$ cat src/inc/lutx_regs.vh
// register map, field positions, reset values and timing for the tx path
//
// Operation
// - global line-standard bit 0 selects E1, 1 selects T1/J1.
// - clock absent over 70 master clock cycles raises a maskable event.
// - data sampled on rising or falling clock edge per edge-select bit.
// - data-inversion bit sets the active level of the data inputs.
// - rail-mode 0 uses single data input, 1 uses positive and negative rails.
// - T1/J1 single rail encodes B8ZS or AMI per encoding-select bit.
// - E1 single rail encodes HDB3 or AMI per encoding-select bit.
// - dual rail bypasses the line encoder in either line mode.
// - dual rail: P1N0 negative, P0N1 positive, equal rails give space.
// - E1 code 0000 is 75 ohm pulse, 0001 the 120 ohm pulse.
// - T1 offers five preset templates, one per cable-length grade; the code gives every code 0010 to 1011 the one T1_EDGE/T1_FLAT template.
// - J1 uses preset template code 0111.
// - template code 11xx drives the pulse from the waveform RAM.
// - programmable pulse spans 4 intervals of 16 samples each.
// - samples are 7-bit signed magnitude, -63 to +63.
// - each channel has its own 64-byte waveform RAM.
// - eight standard templates sit in local ROM; the code holds three: 75 ohm, 120 ohm and T1_EDGE/T1_FLAT.
// - each scaling step moves the programmable pulse by a fixed percentage.
// - overlapping pulses beyond maximum set overflow flag, maskable event.
// - preset templates ignore amplitude scaling.
// - scaling resets to 100001, each step about 3 percent.
`ifndef LUTX_REGS_VH
`define LUTX_REGS_VH

// register indices, byte address is four times the index
`define LUTX_IDX_PATH_CFG    8'h02
`define LUTX_IDX_PULSE_SEL   8'h03
`define LUTX_IDX_AMP_SCALE   8'h04
`define LUTX_IDX_RAM_ACCESS  8'h05
`define LUTX_IDX_RAM_DATA    8'h06
`define LUTX_IDX_IRQ_MASK    8'h12
`define LUTX_IDX_IRQ_STATUS  8'h17
`define LUTX_IDX_GLOBAL_MODE 8'h40

// tx_path_config fields
`define LUTX_F_ENC_SEL   0
`define LUTX_F_RAIL      1
`define LUTX_F_INVERT    2
`define LUTX_F_EDGE      3
// irq mask / status fields
`define LUTX_F_OVERFLOW  0
`define LUTX_F_CLK_MISS  1
// tx_wave_ram_access fields
`define LUTX_F_RW        6
`define LUTX_F_DONE      7

`define LUTX_SCALE_RESET 6'h21
`define LUTX_SCALE_UNITY 6'h21
`define LUTX_PRESET_SCL  6'h21
`define LUTX_MAX_AMP     10'h03F

// symbols in the encoder window
`define LUTX_SYM_ZERO    2'h0
`define LUTX_SYM_B       2'h1
`define LUTX_SYM_V       2'h2

// line polarity codes
`define LUTX_POL_NONE    2'h0
`define LUTX_POL_POS     2'h1
`define LUTX_POL_NEG     2'h2

// preset template samples: edge sample, flat samples, then zero
`define LUTX_TPL_EDGE    4'h3
`define LUTX_TPL_FLAT_LO 4'h4
`define LUTX_TPL_FLAT_HI 4'hB
`define LUTX_E1_75_EDGE  7'h0C
`define LUTX_E1_75_FLAT  7'h30
`define LUTX_E1_120_EDGE 7'h0F
`define LUTX_E1_120_FLAT 7'h3C

// timing
`define LUTX_PCLK_MHZ    250
`define LUTX_MISS_MCLK   70
`define LUTX_MCLK_E1_KHZ 2048
`define LUTX_MCLK_T1_KHZ 1544

`endif

$ cat src/logic/lutx_top.v
// transmit digital path of one line interface channel with apb registers
//
// The implementer's own choice: register access over APB.
`timescale 1ns/10ps
`include "lutx_regs.vh"

module lutx_top #(
   parameter MISS_CYC_E1 = (`LUTX_MISS_MCLK * `LUTX_PCLK_MHZ * 1000 +
                            `LUTX_MCLK_E1_KHZ - 1) / `LUTX_MCLK_E1_KHZ,
   parameter MISS_CYC_T1 = (`LUTX_MISS_MCLK * `LUTX_PCLK_MHZ * 1000 +
                            `LUTX_MCLK_T1_KHZ - 1) / `LUTX_MCLK_T1_KHZ,
   parameter [6:0] T1_EDGE = `LUTX_E1_120_EDGE,
   parameter [6:0] T1_FLAT = `LUTX_E1_120_FLAT
) (
   input  wire        pclk,
   input  wire        presetn,
   input  wire        psel,
   input  wire        penable,
   input  wire        pwrite,
   input  wire [31:0] paddr,
   input  wire [31:0] pwdata,
   output reg  [31:0] prdata,
   output reg         pready,
   output reg         pslverr,
   input  wire        tx_line_clock,
   input  wire        tx_data_positive,
   input  wire        tx_data_negative,
   output reg         tx_line_tip,
   output reg         tx_line_ring,
   output reg  [6:0]  wave_dac_value,
   output reg         irq
);

   ////////////////////////////////////////////////////////////////////////
   // registers
   reg  [7:0]  tx_path_config;
   reg  [3:0]  pulse_template_select;
   reg  [5:0]  amplitude_scale_value;
   reg  [3:0]  wave_sample_index;
   reg  [1:0]  wave_interval_index;
   reg         wave_rw;
   reg         wave_done;
   reg  [6:0]  wave_sample_value;
   reg  [1:0]  irq_mask_group1;
   reg  [1:0]  irq_status_group1;
   reg         line_standard_select;
   reg  [6:0]  wave_ram [0:63];

   wire [7:0]  reg_idx = paddr[9:2];
   wire        wr_en   = psel & penable & pready & pwrite;
   wire        rd_en   = psel & penable & pready & ~pwrite;
   wire        status_rd = rd_en & (reg_idx == `LUTX_IDX_IRQ_STATUS);
   reg  [7:0]  next_rdata;
   reg         next_err;
   wire        ovf_event;
   wire        miss_event;

   always @* begin
      next_rdata = 8'h00;
      next_err   = 1'b0;
      case (reg_idx)
         `LUTX_IDX_PATH_CFG:    next_rdata = tx_path_config;
         `LUTX_IDX_PULSE_SEL:   next_rdata = {4'h0, pulse_template_select};
         `LUTX_IDX_AMP_SCALE:   next_rdata = {2'h0, amplitude_scale_value};
         `LUTX_IDX_RAM_ACCESS:  next_rdata = {wave_done, wave_rw,
                                   wave_interval_index, wave_sample_index};
         `LUTX_IDX_RAM_DATA:    next_rdata = {1'b0, wave_sample_value};
         `LUTX_IDX_IRQ_MASK:    next_rdata = {6'h00, irq_mask_group1};
         `LUTX_IDX_IRQ_STATUS:  next_rdata = {6'h00, irq_status_group1};
         `LUTX_IDX_GLOBAL_MODE: next_rdata = {7'h00, line_standard_select};
         default:               next_err   = 1'b1;
      endcase
      if (paddr[1:0] != 2'h0 || paddr[31:10] != 22'h000000) begin
         next_err = 1'b1;
      end
   end

   // zero wait state: answer in the first access cycle
   always @(posedge pclk or negedge presetn) begin
      if (!presetn) begin
         pready  <= 1'b0;
         pslverr <= 1'b0;
         prdata  <= 32'h00000000;
      end else begin
         pready  <= psel & ~penable;
         pslverr <= psel & ~penable & next_err;
         if (psel & ~penable & ~pwrite & ~next_err) begin
            prdata <= {24'h000000, next_rdata};
         end else if (psel & ~penable) begin
            prdata <= 32'h00000000;
         end
      end
   end

   always @(posedge pclk or negedge presetn) begin
      if (!presetn) begin
         tx_path_config        <= 8'h00;
         pulse_template_select <= 4'h0;
         amplitude_scale_value <= `LUTX_SCALE_RESET;
         wave_sample_index     <= 4'h0;
         wave_interval_index   <= 2'h0;
         wave_rw               <= 1'b0;
         wave_done             <= 1'b0;
         wave_sample_value     <= 7'h00;
         irq_mask_group1       <= 2'h0;
         line_standard_select  <= 1'b0;
      end else begin
         if (wave_done) begin
            wave_done <= 1'b0;
            if (wave_rw) begin
               wave_sample_value <= wave_ram[{wave_interval_index,
                                              wave_sample_index}];
            end
         end
         if (wr_en && !pslverr) begin
            case (reg_idx)
               `LUTX_IDX_PATH_CFG:    tx_path_config <= pwdata[7:0];
               `LUTX_IDX_PULSE_SEL:   pulse_template_select <= pwdata[3:0];
               `LUTX_IDX_AMP_SCALE:   amplitude_scale_value <= pwdata[5:0];
               `LUTX_IDX_RAM_ACCESS: begin
                  wave_sample_index   <= pwdata[3:0];
                  wave_interval_index <= pwdata[5:4];
                  wave_rw             <= pwdata[`LUTX_F_RW];
                  wave_done           <= pwdata[`LUTX_F_DONE];
               end
               `LUTX_IDX_RAM_DATA:    wave_sample_value <= pwdata[6:0];
               `LUTX_IDX_IRQ_MASK:    irq_mask_group1 <= pwdata[1:0];
               `LUTX_IDX_GLOBAL_MODE: line_standard_select <= pwdata[0];
               default: ;
            endcase
         end
      end
   end

   // waveform ram write port, one ram per channel instance
   always @(posedge pclk) begin
      if (wave_done && !wave_rw) begin
         wave_ram[{wave_interval_index, wave_sample_index}]
            <= wave_sample_value;
      end
   end

   // status is clear on read; a new event in the same cycle wins
   always @(posedge pclk or negedge presetn) begin
      if (!presetn) begin
         irq_status_group1 <= 2'h0;
         irq               <= 1'b0;
      end else begin
         irq_status_group1[`LUTX_F_OVERFLOW] <= ovf_event |
            (irq_status_group1[`LUTX_F_OVERFLOW] & ~status_rd);
         irq_status_group1[`LUTX_F_CLK_MISS] <= miss_event |
            (irq_status_group1[`LUTX_F_CLK_MISS] & ~status_rd);
         irq <= |(irq_status_group1 & irq_mask_group1);
      end
   end

   ////////////////////////////////////////////////////////////////////////
   // link input synchronisers and edge detection
   reg  [2:0]  clk_sync;
   reg  [1:0]  dp_sync;
   reg  [1:0]  dn_sync;
   always @(posedge pclk or negedge presetn) begin
      if (!presetn) begin
         clk_sync <= 3'h0;
         dp_sync  <= 2'h0;
         dn_sync  <= 2'h0;
      end else begin
         clk_sync <= {clk_sync[1:0], tx_line_clock};
         dp_sync  <= {dp_sync[0], tx_data_positive};
         dn_sync  <= {dn_sync[0], tx_data_negative};
      end
   end

   wire rise_edge = clk_sync[1] & ~clk_sync[2];
   wire fall_edge = ~clk_sync[1] & clk_sync[2];
   wire any_edge  = rise_edge | fall_edge;
   wire ui_tick   = tx_path_config[`LUTX_F_EDGE] ?
                    fall_edge : rise_edge;
   wire data_p    = dp_sync[1] ^ tx_path_config[`LUTX_F_INVERT];
   wire data_n    = dn_sync[1] ^ tx_path_config[`LUTX_F_INVERT];
   wire dual_rail = tx_path_config[`LUTX_F_RAIL];
   wire enc_sel   = tx_path_config[`LUTX_F_ENC_SEL];

   // missing clock watchdog
   reg  [15:0] miss_cnt;
   reg         miss_seen;
   wire [15:0] miss_limit = line_standard_select ?
                            MISS_CYC_T1[15:0] : MISS_CYC_E1[15:0];
   assign miss_event = (miss_cnt == miss_limit) & ~miss_seen;
   always @(posedge pclk or negedge presetn) begin
      if (!presetn) begin
         miss_cnt  <= 16'h0000;
         miss_seen <= 1'b0;
      end else if (any_edge) begin
         miss_cnt  <= 16'h0000;
         miss_seen <= 1'b0;
      end else if (miss_event) begin
         miss_seen <= 1'b1;
      end else if (!miss_seen) begin
         miss_cnt  <= miss_cnt + 16'h0001;
      end
   end

   ////////////////////////////////////////////////////////////////////////
   // line encoder: symbol window, substitution on zero runs
   reg  [15:0] win;
   reg         last_neg;
   reg         b_odd;
   wire        hdb3 = ~line_standard_select;
   wire        zs   = enc_sel & ~dual_rail;
   wire [15:0] shifted = {win[13:0], data_p ? `LUTX_SYM_B : `LUTX_SYM_ZERO};
   wire [1:0]  out_sym = hdb3 ? win[7:6] : win[15:14];
   wire        out_b   = (out_sym == `LUTX_SYM_B);
   wire        out_v   = (out_sym == `LUTX_SYM_V);
   wire        par_now = b_odd ^ out_b;
   reg  [15:0] next_win;
   reg  [1:0]  enc_pol;

   always @* begin
      next_win = shifted;
      if (zs && !hdb3 && shifted == 16'h0000) begin
         next_win = {6'h00, `LUTX_SYM_V, `LUTX_SYM_B, 2'h0,
                     `LUTX_SYM_V, `LUTX_SYM_B};
      end else if (zs && hdb3 && shifted[7:0] == 8'h00) begin
         if (par_now) begin
            next_win = {shifted[15:8], 6'h00, `LUTX_SYM_V};
         end else begin
            next_win = {shifted[15:8], `LUTX_SYM_B, 4'h0,
                        `LUTX_SYM_V};
         end
      end
      if (out_v) begin
         enc_pol = last_neg ? `LUTX_POL_NEG : `LUTX_POL_POS;
      end else if (out_b) begin
         enc_pol = last_neg ? `LUTX_POL_POS : `LUTX_POL_NEG;
      end else begin
         enc_pol = `LUTX_POL_NONE;
      end
   end

   reg  [1:0]  line_pol;
   always @* begin
      if (!dual_rail) begin
         line_pol = enc_pol;
      end else if (data_p & ~data_n) begin
         line_pol = `LUTX_POL_NEG;
      end else if (~data_p & data_n) begin
         line_pol = `LUTX_POL_POS;
      end else begin
         line_pol = `LUTX_POL_NONE;
      end
   end

   // pulse history of the last four intervals
   reg  [7:0]  hist;
   always @(posedge pclk or negedge presetn) begin
      if (!presetn) begin
         win      <= 16'h0000;
         last_neg <= 1'b1;
         b_odd    <= 1'b0;
         hist     <= 8'h00;
      end else if (ui_tick) begin
         win  <= dual_rail ? 16'h0000 : next_win;
         hist <= {hist[5:0], line_pol};
         if (!dual_rail && (out_b || out_v)) begin
            last_neg <= (enc_pol == `LUTX_POL_NEG);
            b_odd    <= out_v ? 1'b0 : par_now;
         end
      end
   end

   ////////////////////////////////////////////////////////////////////////
   // sub-phase timing: 16 samples per measured interval
   reg  [9:0]  period;
   reg  [9:0]  since_tick;
   reg  [5:0]  phase_cnt;
   reg  [3:0]  samp;
   wire [5:0]  step = (period[9:4] == 6'h00) ? 6'h01 : period[9:4];
   always @(posedge pclk or negedge presetn) begin
      if (!presetn) begin
         period     <= 10'h000;
         since_tick <= 10'h000;
         phase_cnt  <= 6'h00;
         samp       <= 4'h0;
      end else if (ui_tick) begin
         period     <= since_tick;
         since_tick <= 10'h001;
         phase_cnt  <= 6'h00;
         samp       <= 4'h0;
      end else begin
         if (since_tick != 10'h3FF) begin
            since_tick <= since_tick + 10'h001;
         end
         if (phase_cnt >= step - 6'h01) begin
            phase_cnt <= 6'h00;
            if (samp != 4'hF) begin
               samp <= samp + 4'h1;
            end
         end else begin
            phase_cnt <= phase_cnt + 6'h01;
         end
      end
   end

   ////////////////////////////////////////////////////////////////////////
   // pulse shaper: template lookup, scaling and overlap sum
   wire        prog_mode = (pulse_template_select[3:2] == 2'h3);
   reg  [6:0]  tpl_edge;
   reg  [6:0]  tpl_flat;
   always @* begin
      case (pulse_template_select)
         4'h0:    begin
            tpl_edge = `LUTX_E1_75_EDGE;
            tpl_flat = `LUTX_E1_75_FLAT;
         end
         4'h1:    begin
            tpl_edge = `LUTX_E1_120_EDGE;
            tpl_flat = `LUTX_E1_120_FLAT;
         end
         default: begin
            tpl_edge = T1_EDGE;
            tpl_flat = T1_FLAT;
         end
      endcase
   end

   wire [5:0]  scale = prog_mode ? amplitude_scale_value :
                       `LUTX_PRESET_SCL;
   wire [39:0] terms;
   genvar k;
   generate
      for (k = 0; k < 4; k = k + 1) begin : g_term
         localparam integer KI = k;
         wire [1:0]  kk   = KI[1:0];
         wire [6:0]  ram_s = wave_ram[{kk, samp}];
         wire [6:0]  rom_s = (kk != 2'h0) ? 7'h00 :
                       (samp == `LUTX_TPL_EDGE) ? tpl_edge :
                       (samp >= `LUTX_TPL_FLAT_LO &&
                        samp <= `LUTX_TPL_FLAT_HI) ? tpl_flat : 7'h00;
         wire [6:0]  smp  = prog_mode ? ram_s : rom_s;
         wire [17:0] prod = smp[5:0] * scale * 6'h1F;
         wire [7:0]  mag  = prog_mode ? prod[17:10] : {2'h0, smp[5:0]};
         wire [1:0]  pol  = hist[2*k+1:2*k];
         wire        neg  = smp[6] ^ (pol == `LUTX_POL_NEG);
         wire [9:0]  sv   = {2'h0, mag};
         assign terms[10*k+9:10*k] = (pol == `LUTX_POL_NONE) ? 10'h000 :
                                     neg ? (10'h000 - sv) : sv;
      end
   endgenerate

   wire [9:0]  sum = terms[9:0] + terms[19:10] + terms[29:20] +
                     terms[39:30];
   wire [9:0]  abs_sum = sum[9] ? (10'h000 - sum) : sum;
   wire        over = abs_sum > `LUTX_MAX_AMP;
   assign ovf_event = over;

   always @(posedge pclk or negedge presetn) begin
      if (!presetn) begin
         wave_dac_value <= 7'h00;
         tx_line_tip    <= 1'b0;
         tx_line_ring   <= 1'b0;
      end else begin
         wave_dac_value <= {sum[9], over ? 6'h3F : abs_sum[5:0]};
         tx_line_tip    <= ~sum[9] & (sum != 10'h000);
         tx_line_ring   <= sum[9];
      end
   end

endmodule

$ cat config.mk
export PLATFORM = sky130hd
export DESIGN_NAME = lutx_top
export DESIGN_NICKNAME = d
export VERILOG_FILES = /design/src/logic/lutx_top.v
export VERILOG_INCLUDE_DIRS = /design/src /design/src/inc
export SDC_FILE = /design/constraint.sdc
export NUM_CORES = 1
export LEC_CHECK = 0
export BUFFER_PORTS_ARGS = -buffer_cell sky130_fd_sc_hd__buf_2
export CORE_AREA = 2 2 254 256
export DETAILED_ROUTE_END_ITERATION = 16
export DIE_AREA = 0 0 256 258
export GPL_TIMING_DRIVEN = 0
export PLACE_DENSITY = 0.77
export SETUP_SLACK_MARGIN = 0.3
export SYNTH_ARGS = -nofsm -noshare
export SYNTH_HDL_FRONTEND = slang
export SYNTH_SLANG_ARGS = --single-unit
$ cat constraint.sdc
create_clock -name pclk -period 12.7 [get_ports pclk]
set_input_delay 2.54 -clock pclk [delete_from_list [all_inputs] [get_ports pclk]]
set_output_delay 2.54 -clock pclk [all_outputs]
set_load 0.1 [all_outputs]
==> impl_metrics.py <==
metrics = {
    "placed_design": {
        "place_area_um2": 39200,
        "dp_slack_ps": -1580,
        "globalplace.congestion": 1.02,
        "dp.cells": 4115,
        "io_buffers": 66,
        "dpl.hpwl_um": 83600,
    },
    "final_layout": {
        "register_area_um2": 16800,
        "area_growth_pct": 11.9,
        "drive_gt1_share_pct": 15.8,
        "fillers": 4713,
        "final_area_um2": 42000,
        "multiInputGateArea_um2": 19300,
        "final_net_count": 3804,
        "final_cells": 4237,
    },
    "detailed_routing": {
        "postRouteWirelength_um": 120000,
        "drcViolationCount": 0,
        "routed_via_density": 6.67,
        "dr.pass1.iters": 7,
        "detail-route-antenna-nets": 0,
        "vias": 28200,
        "routedWlPerCell_um": 28.3,
        "detail_route.iter0.violations": 4447,
    },
    "min_path": {
        "hp-class": "flop to flop",
        "whs_path_depth": 0,
    },
    "synth": {
        "synth_adder_area_share_pct": 16.6,
        "yosysWarnings": 0,
        "synth_cells": 3163,
        "synth_top_family_by_area": "adder cells",
        "avgSynthCellArea_um2": 11.9,
        "synth_edf_count": 448,
        "synthDistinctLibCells": 91,
        "ys_ff_latch": 581,
        "synth_compound_area_share_pct": 11.4,
        "netlist_area_um2": 37500,
        "synth_xor_area_share_pct": 3.26,
        "yosys.area_share.simple_pct": 9.71,
        "synth.area.mux_share_pct": 8.96,
        "ys_async_sr_fraction_pct": 22.9,
        "synthFlopType": "edfxtp_1",
        "yosysSeqAreaShare_pct": 44.7,
    },
    "critical_path": {
        "endpoint_kind": "flop",
        "cp.required_ps": 13190,
        "arrival_ps": 12530,
        "crit_buf_inv": 9,
        "crit_path_start_kind": "flop",
        "crit_slowest_cell": "mux4_2",
        "path_depth": 46,
        "timing.critical_path.mode_cell": "fa_1",
        "critical_path_class": "flop to flop",
        "slowest_delay_ps": 630,
        "ff2ff_path_depth": 46,
        "crit_family": "adder cells",
        "path_max_fanout": 10,
    },
    "global_routing": {
        "grt_usage_pct": 36.2,
        "grt_pass1_vias": 28300,
        "overflow": 0,
        "grt_pass1_wl_um": 177000,
        "antenna_found_initial": 4,
        "grt_max_degree": 72,
    },
    "run": {
        "cap_violations": 4,
    },
    "clock_network": {
        "clkLatencyLatePin_ps": 670,
        "clockRootBuffer": "clkbuf_16",
        "clock_sinks": 581,
        "cts.reportedPaths.clkPinSlew_ps": 60,
        "htreeDepth": 2,
        "clock_path_buffers": 3,
        "cts_buffers": 58,
        "ctsHoldBuffers": 0,
        "tritoncts": "built",
    },
    "timing": {
        "setup_viol": 0,
        "timing.setup.tns_ps": 0,
        "fin_crit_ps": 12040,
        "finalHoldViolations": 0,
        "rsz0062_at_grt": "false",
        "worst_pin_slew_ps": 1560,
        "fin_ws_ps": 658,
        "holdWs_ps": 348,
        "drv_slew": 36,
        "finalClockSkew_ps": 67.7,
        "fmax_ghz": 0.0830,
        "post-route-period-util_pct": 94.8,
        "relSlewSlack_pct": -3.71,
    },
    "floorplanning": {
        "core_area_um2": 63600,
        "dieHeight_um": 258,
        "die_w_um": 256,
        "start_util_pct": 58.9,
        "io_pins": 116,
        "die-area_um2": 66000,
        "rows": 93,
    },
    "power": {
        "clockPowerShare_pct": 31.3,
        "powerDensity_nw_per_um2": 135,
        "p_sw_share_pct": 33.5,
        "power.leakage_nw": 18.0,
        "seqPwrFrac_pct": 36.8,
        "p_comb_share_pct": 31.9,
        "internal_power_mw": 3.78,
        "ir_drop_v": 0.000167,
        "p_sw_mw": 1.90,
    },
    "status": {
        "status": "finished with violations",
        "violations": "capacitance limit, slew limit",
    },
}
## flip-flops by register name, indices dropped and copies added, names as in the netlist, 3 cells and up
signal / count
wave_ram: 448
miss_cnt: 16
win: 16
since_tick: 10
hist: 8
prdata: 8
tx_path_config: 8
wave_sample_value: 7
amplitude_scale_value: 6
period: 6
phase_cnt: 6
wave_dac_value: 6
pulse_template_select: 4
samp: 4
wave_sample_index: 4
clk_sync: 3
## area by class of cell
| cell class | instances | share of cell area [%] |
|---|---|---|
| multi-input cells | 2132 | 46.0 |
| well taps | 855 | 2.55 |
| clock buffers | 71 | 3.57 |
| repair buffers | 91 | 1.54 |
| plain buffers | 169 | 2.49 |
| flip-flops and latches | 581 | 40.0 |
| diodes | 3 | 0.0179 |
| inverters | 304 | 2.74 |
| clock inverters | 31 | 1.06 |
## metal layers
metal | track usage [%] | vias up | routed length (um)
li1 | - | 11800 | -
met1 | 43.6 | 13600 | 40600
met2 | 57.1 | 2198 | 54300
met3 | 10.8 | 567 | 15300
met4 | 23.3 | 4 | 9600
met5 | 0 | - | 29
## placed cells by master (no fill, tap or decap), drive strengths merged, types with 11 or more instances in the layout
master	netlist	final
a21o	35	35
a21oi	89	89
a221oi	57	57
a22o	62	62
a22oi	118	118
a31oi	65	65
and2	17	17
and3	22	22
buf	72	165
clkbuf	96	166
clkinv	1	17
conb	1	24
dfrtp	130	130
edfxtp	448	448
fa	170	170
ha	225	225
inv	303	307
mux2	31	31
mux2i	20	20
mux4	123	123
nand2	226	226
nand2b	14	14
nand3	50	50
nand3b	13	13
nand4	11	11
nor2	303	303
nor2b	15	15
nor3	25	25
nor4	28	28
o21a	14	14
o21ai	86	86
o21bai	23	23
or2	35	35
or3	14	14
xnor2	93	93
xor2	42	42
## what timing repair did
action | in CTS | in global routing
endpoints found under the setup margin | 9 | 9
resized for setup | 96 | 108
pin swaps | 3 | 8
gates cloned | 0 | 1
buffers inserted | 2 | 12
## cell families after synthesis
kind of cell               Yosys count
and+or+nand+nor                    796
AOI/OAI and AO/OA                  606
buffers and inverters              473
other                                1
DFF                                581
muxes                              174
adders and majority gates          397
xor gates and xnor gates           135
## through the flow
| step | power, mW | utilization [%] |
|---|---|---|
| final | 5.68 | 65.9 |
| after global routing | 5.87 | 65.9 |
| after CTS | 5.54 | 65.1 |
| after detailed placement | 3.75 | 61.6 |
| after global placement | 3.70 | 61.3 |
| after floorplan | 3.30 | - |
## power by group through the flow
| stage | Combinational, mW | Clock, mW | Sequential, mW |
|---|---|---|---|
| after global placement | 1.57 | 0 | 2.13 |
| after floorplan | 1.12 | 0 | 2.18 |
| final | 1.81 | 1.78 | 2.09 |
| after CTS | 1.67 | 1.77 | 2.09 |
| after global routing | 1.93 | 1.84 | 2.09 |
| after detailed placement | 1.62 | 0 | 2.13 |
## synth_stat cells, drive strengths merged (17+ instances only)
| master | number | area [um2] |
|---|---|---|
| a21oi | 89 | 445 |
| ha | 225 | 2820 |
| nand2 | 226 | 856 |
| dfrtp | 130 | 3250 |
| xnor2 | 93 | 856 |
| mux2 | 31 | 349 |
| clkbuf | 96 | 380 |
| xor2 | 42 | 368 |
| nor2 | 303 | 1140 |
| and3 | 22 | 138 |
| or2 | 35 | 219 |
| nor4 | 28 | 175 |
| o21ai | 86 | 430 |
| a21o | 35 | 263 |
| a22oi | 118 | 886 |
| inv | 303 | 1140 |
| fa | 170 | 3400 |
| nand3 | 50 | 250 |
| a31oi | 65 | 413 |
| o21bai | 23 | 173 |
| nor3 | 25 | 130 |
| edfxtp | 448 | 13500 |
| a22o | 62 | 543 |
| buf | 72 | 473 |
| and2 | 17 | 106 |
| mux4 | 123 | 2810 |
| mux2i | 20 | 200 |
| a221oi | 57 | 499 |
## final timing paths
kind / start / slack [ps] / endpoint
setup / recovery: samp[1] / 660 / irq_status_group1[0]
hold reg to reg: dp_sync[0] / 350 / dp_sync[1]
hold / removal: dp_sync[0] / 350 / dp_sync[1]
setup reg to reg: samp[1] / 660 / irq_status_group1[0]
max in group asynchronous: presetn / 10020 / wave_sample_value[6]
min in group asynchronous: presetn / 1880 / miss_cnt[5]
(Power assumes the default switching activity.)
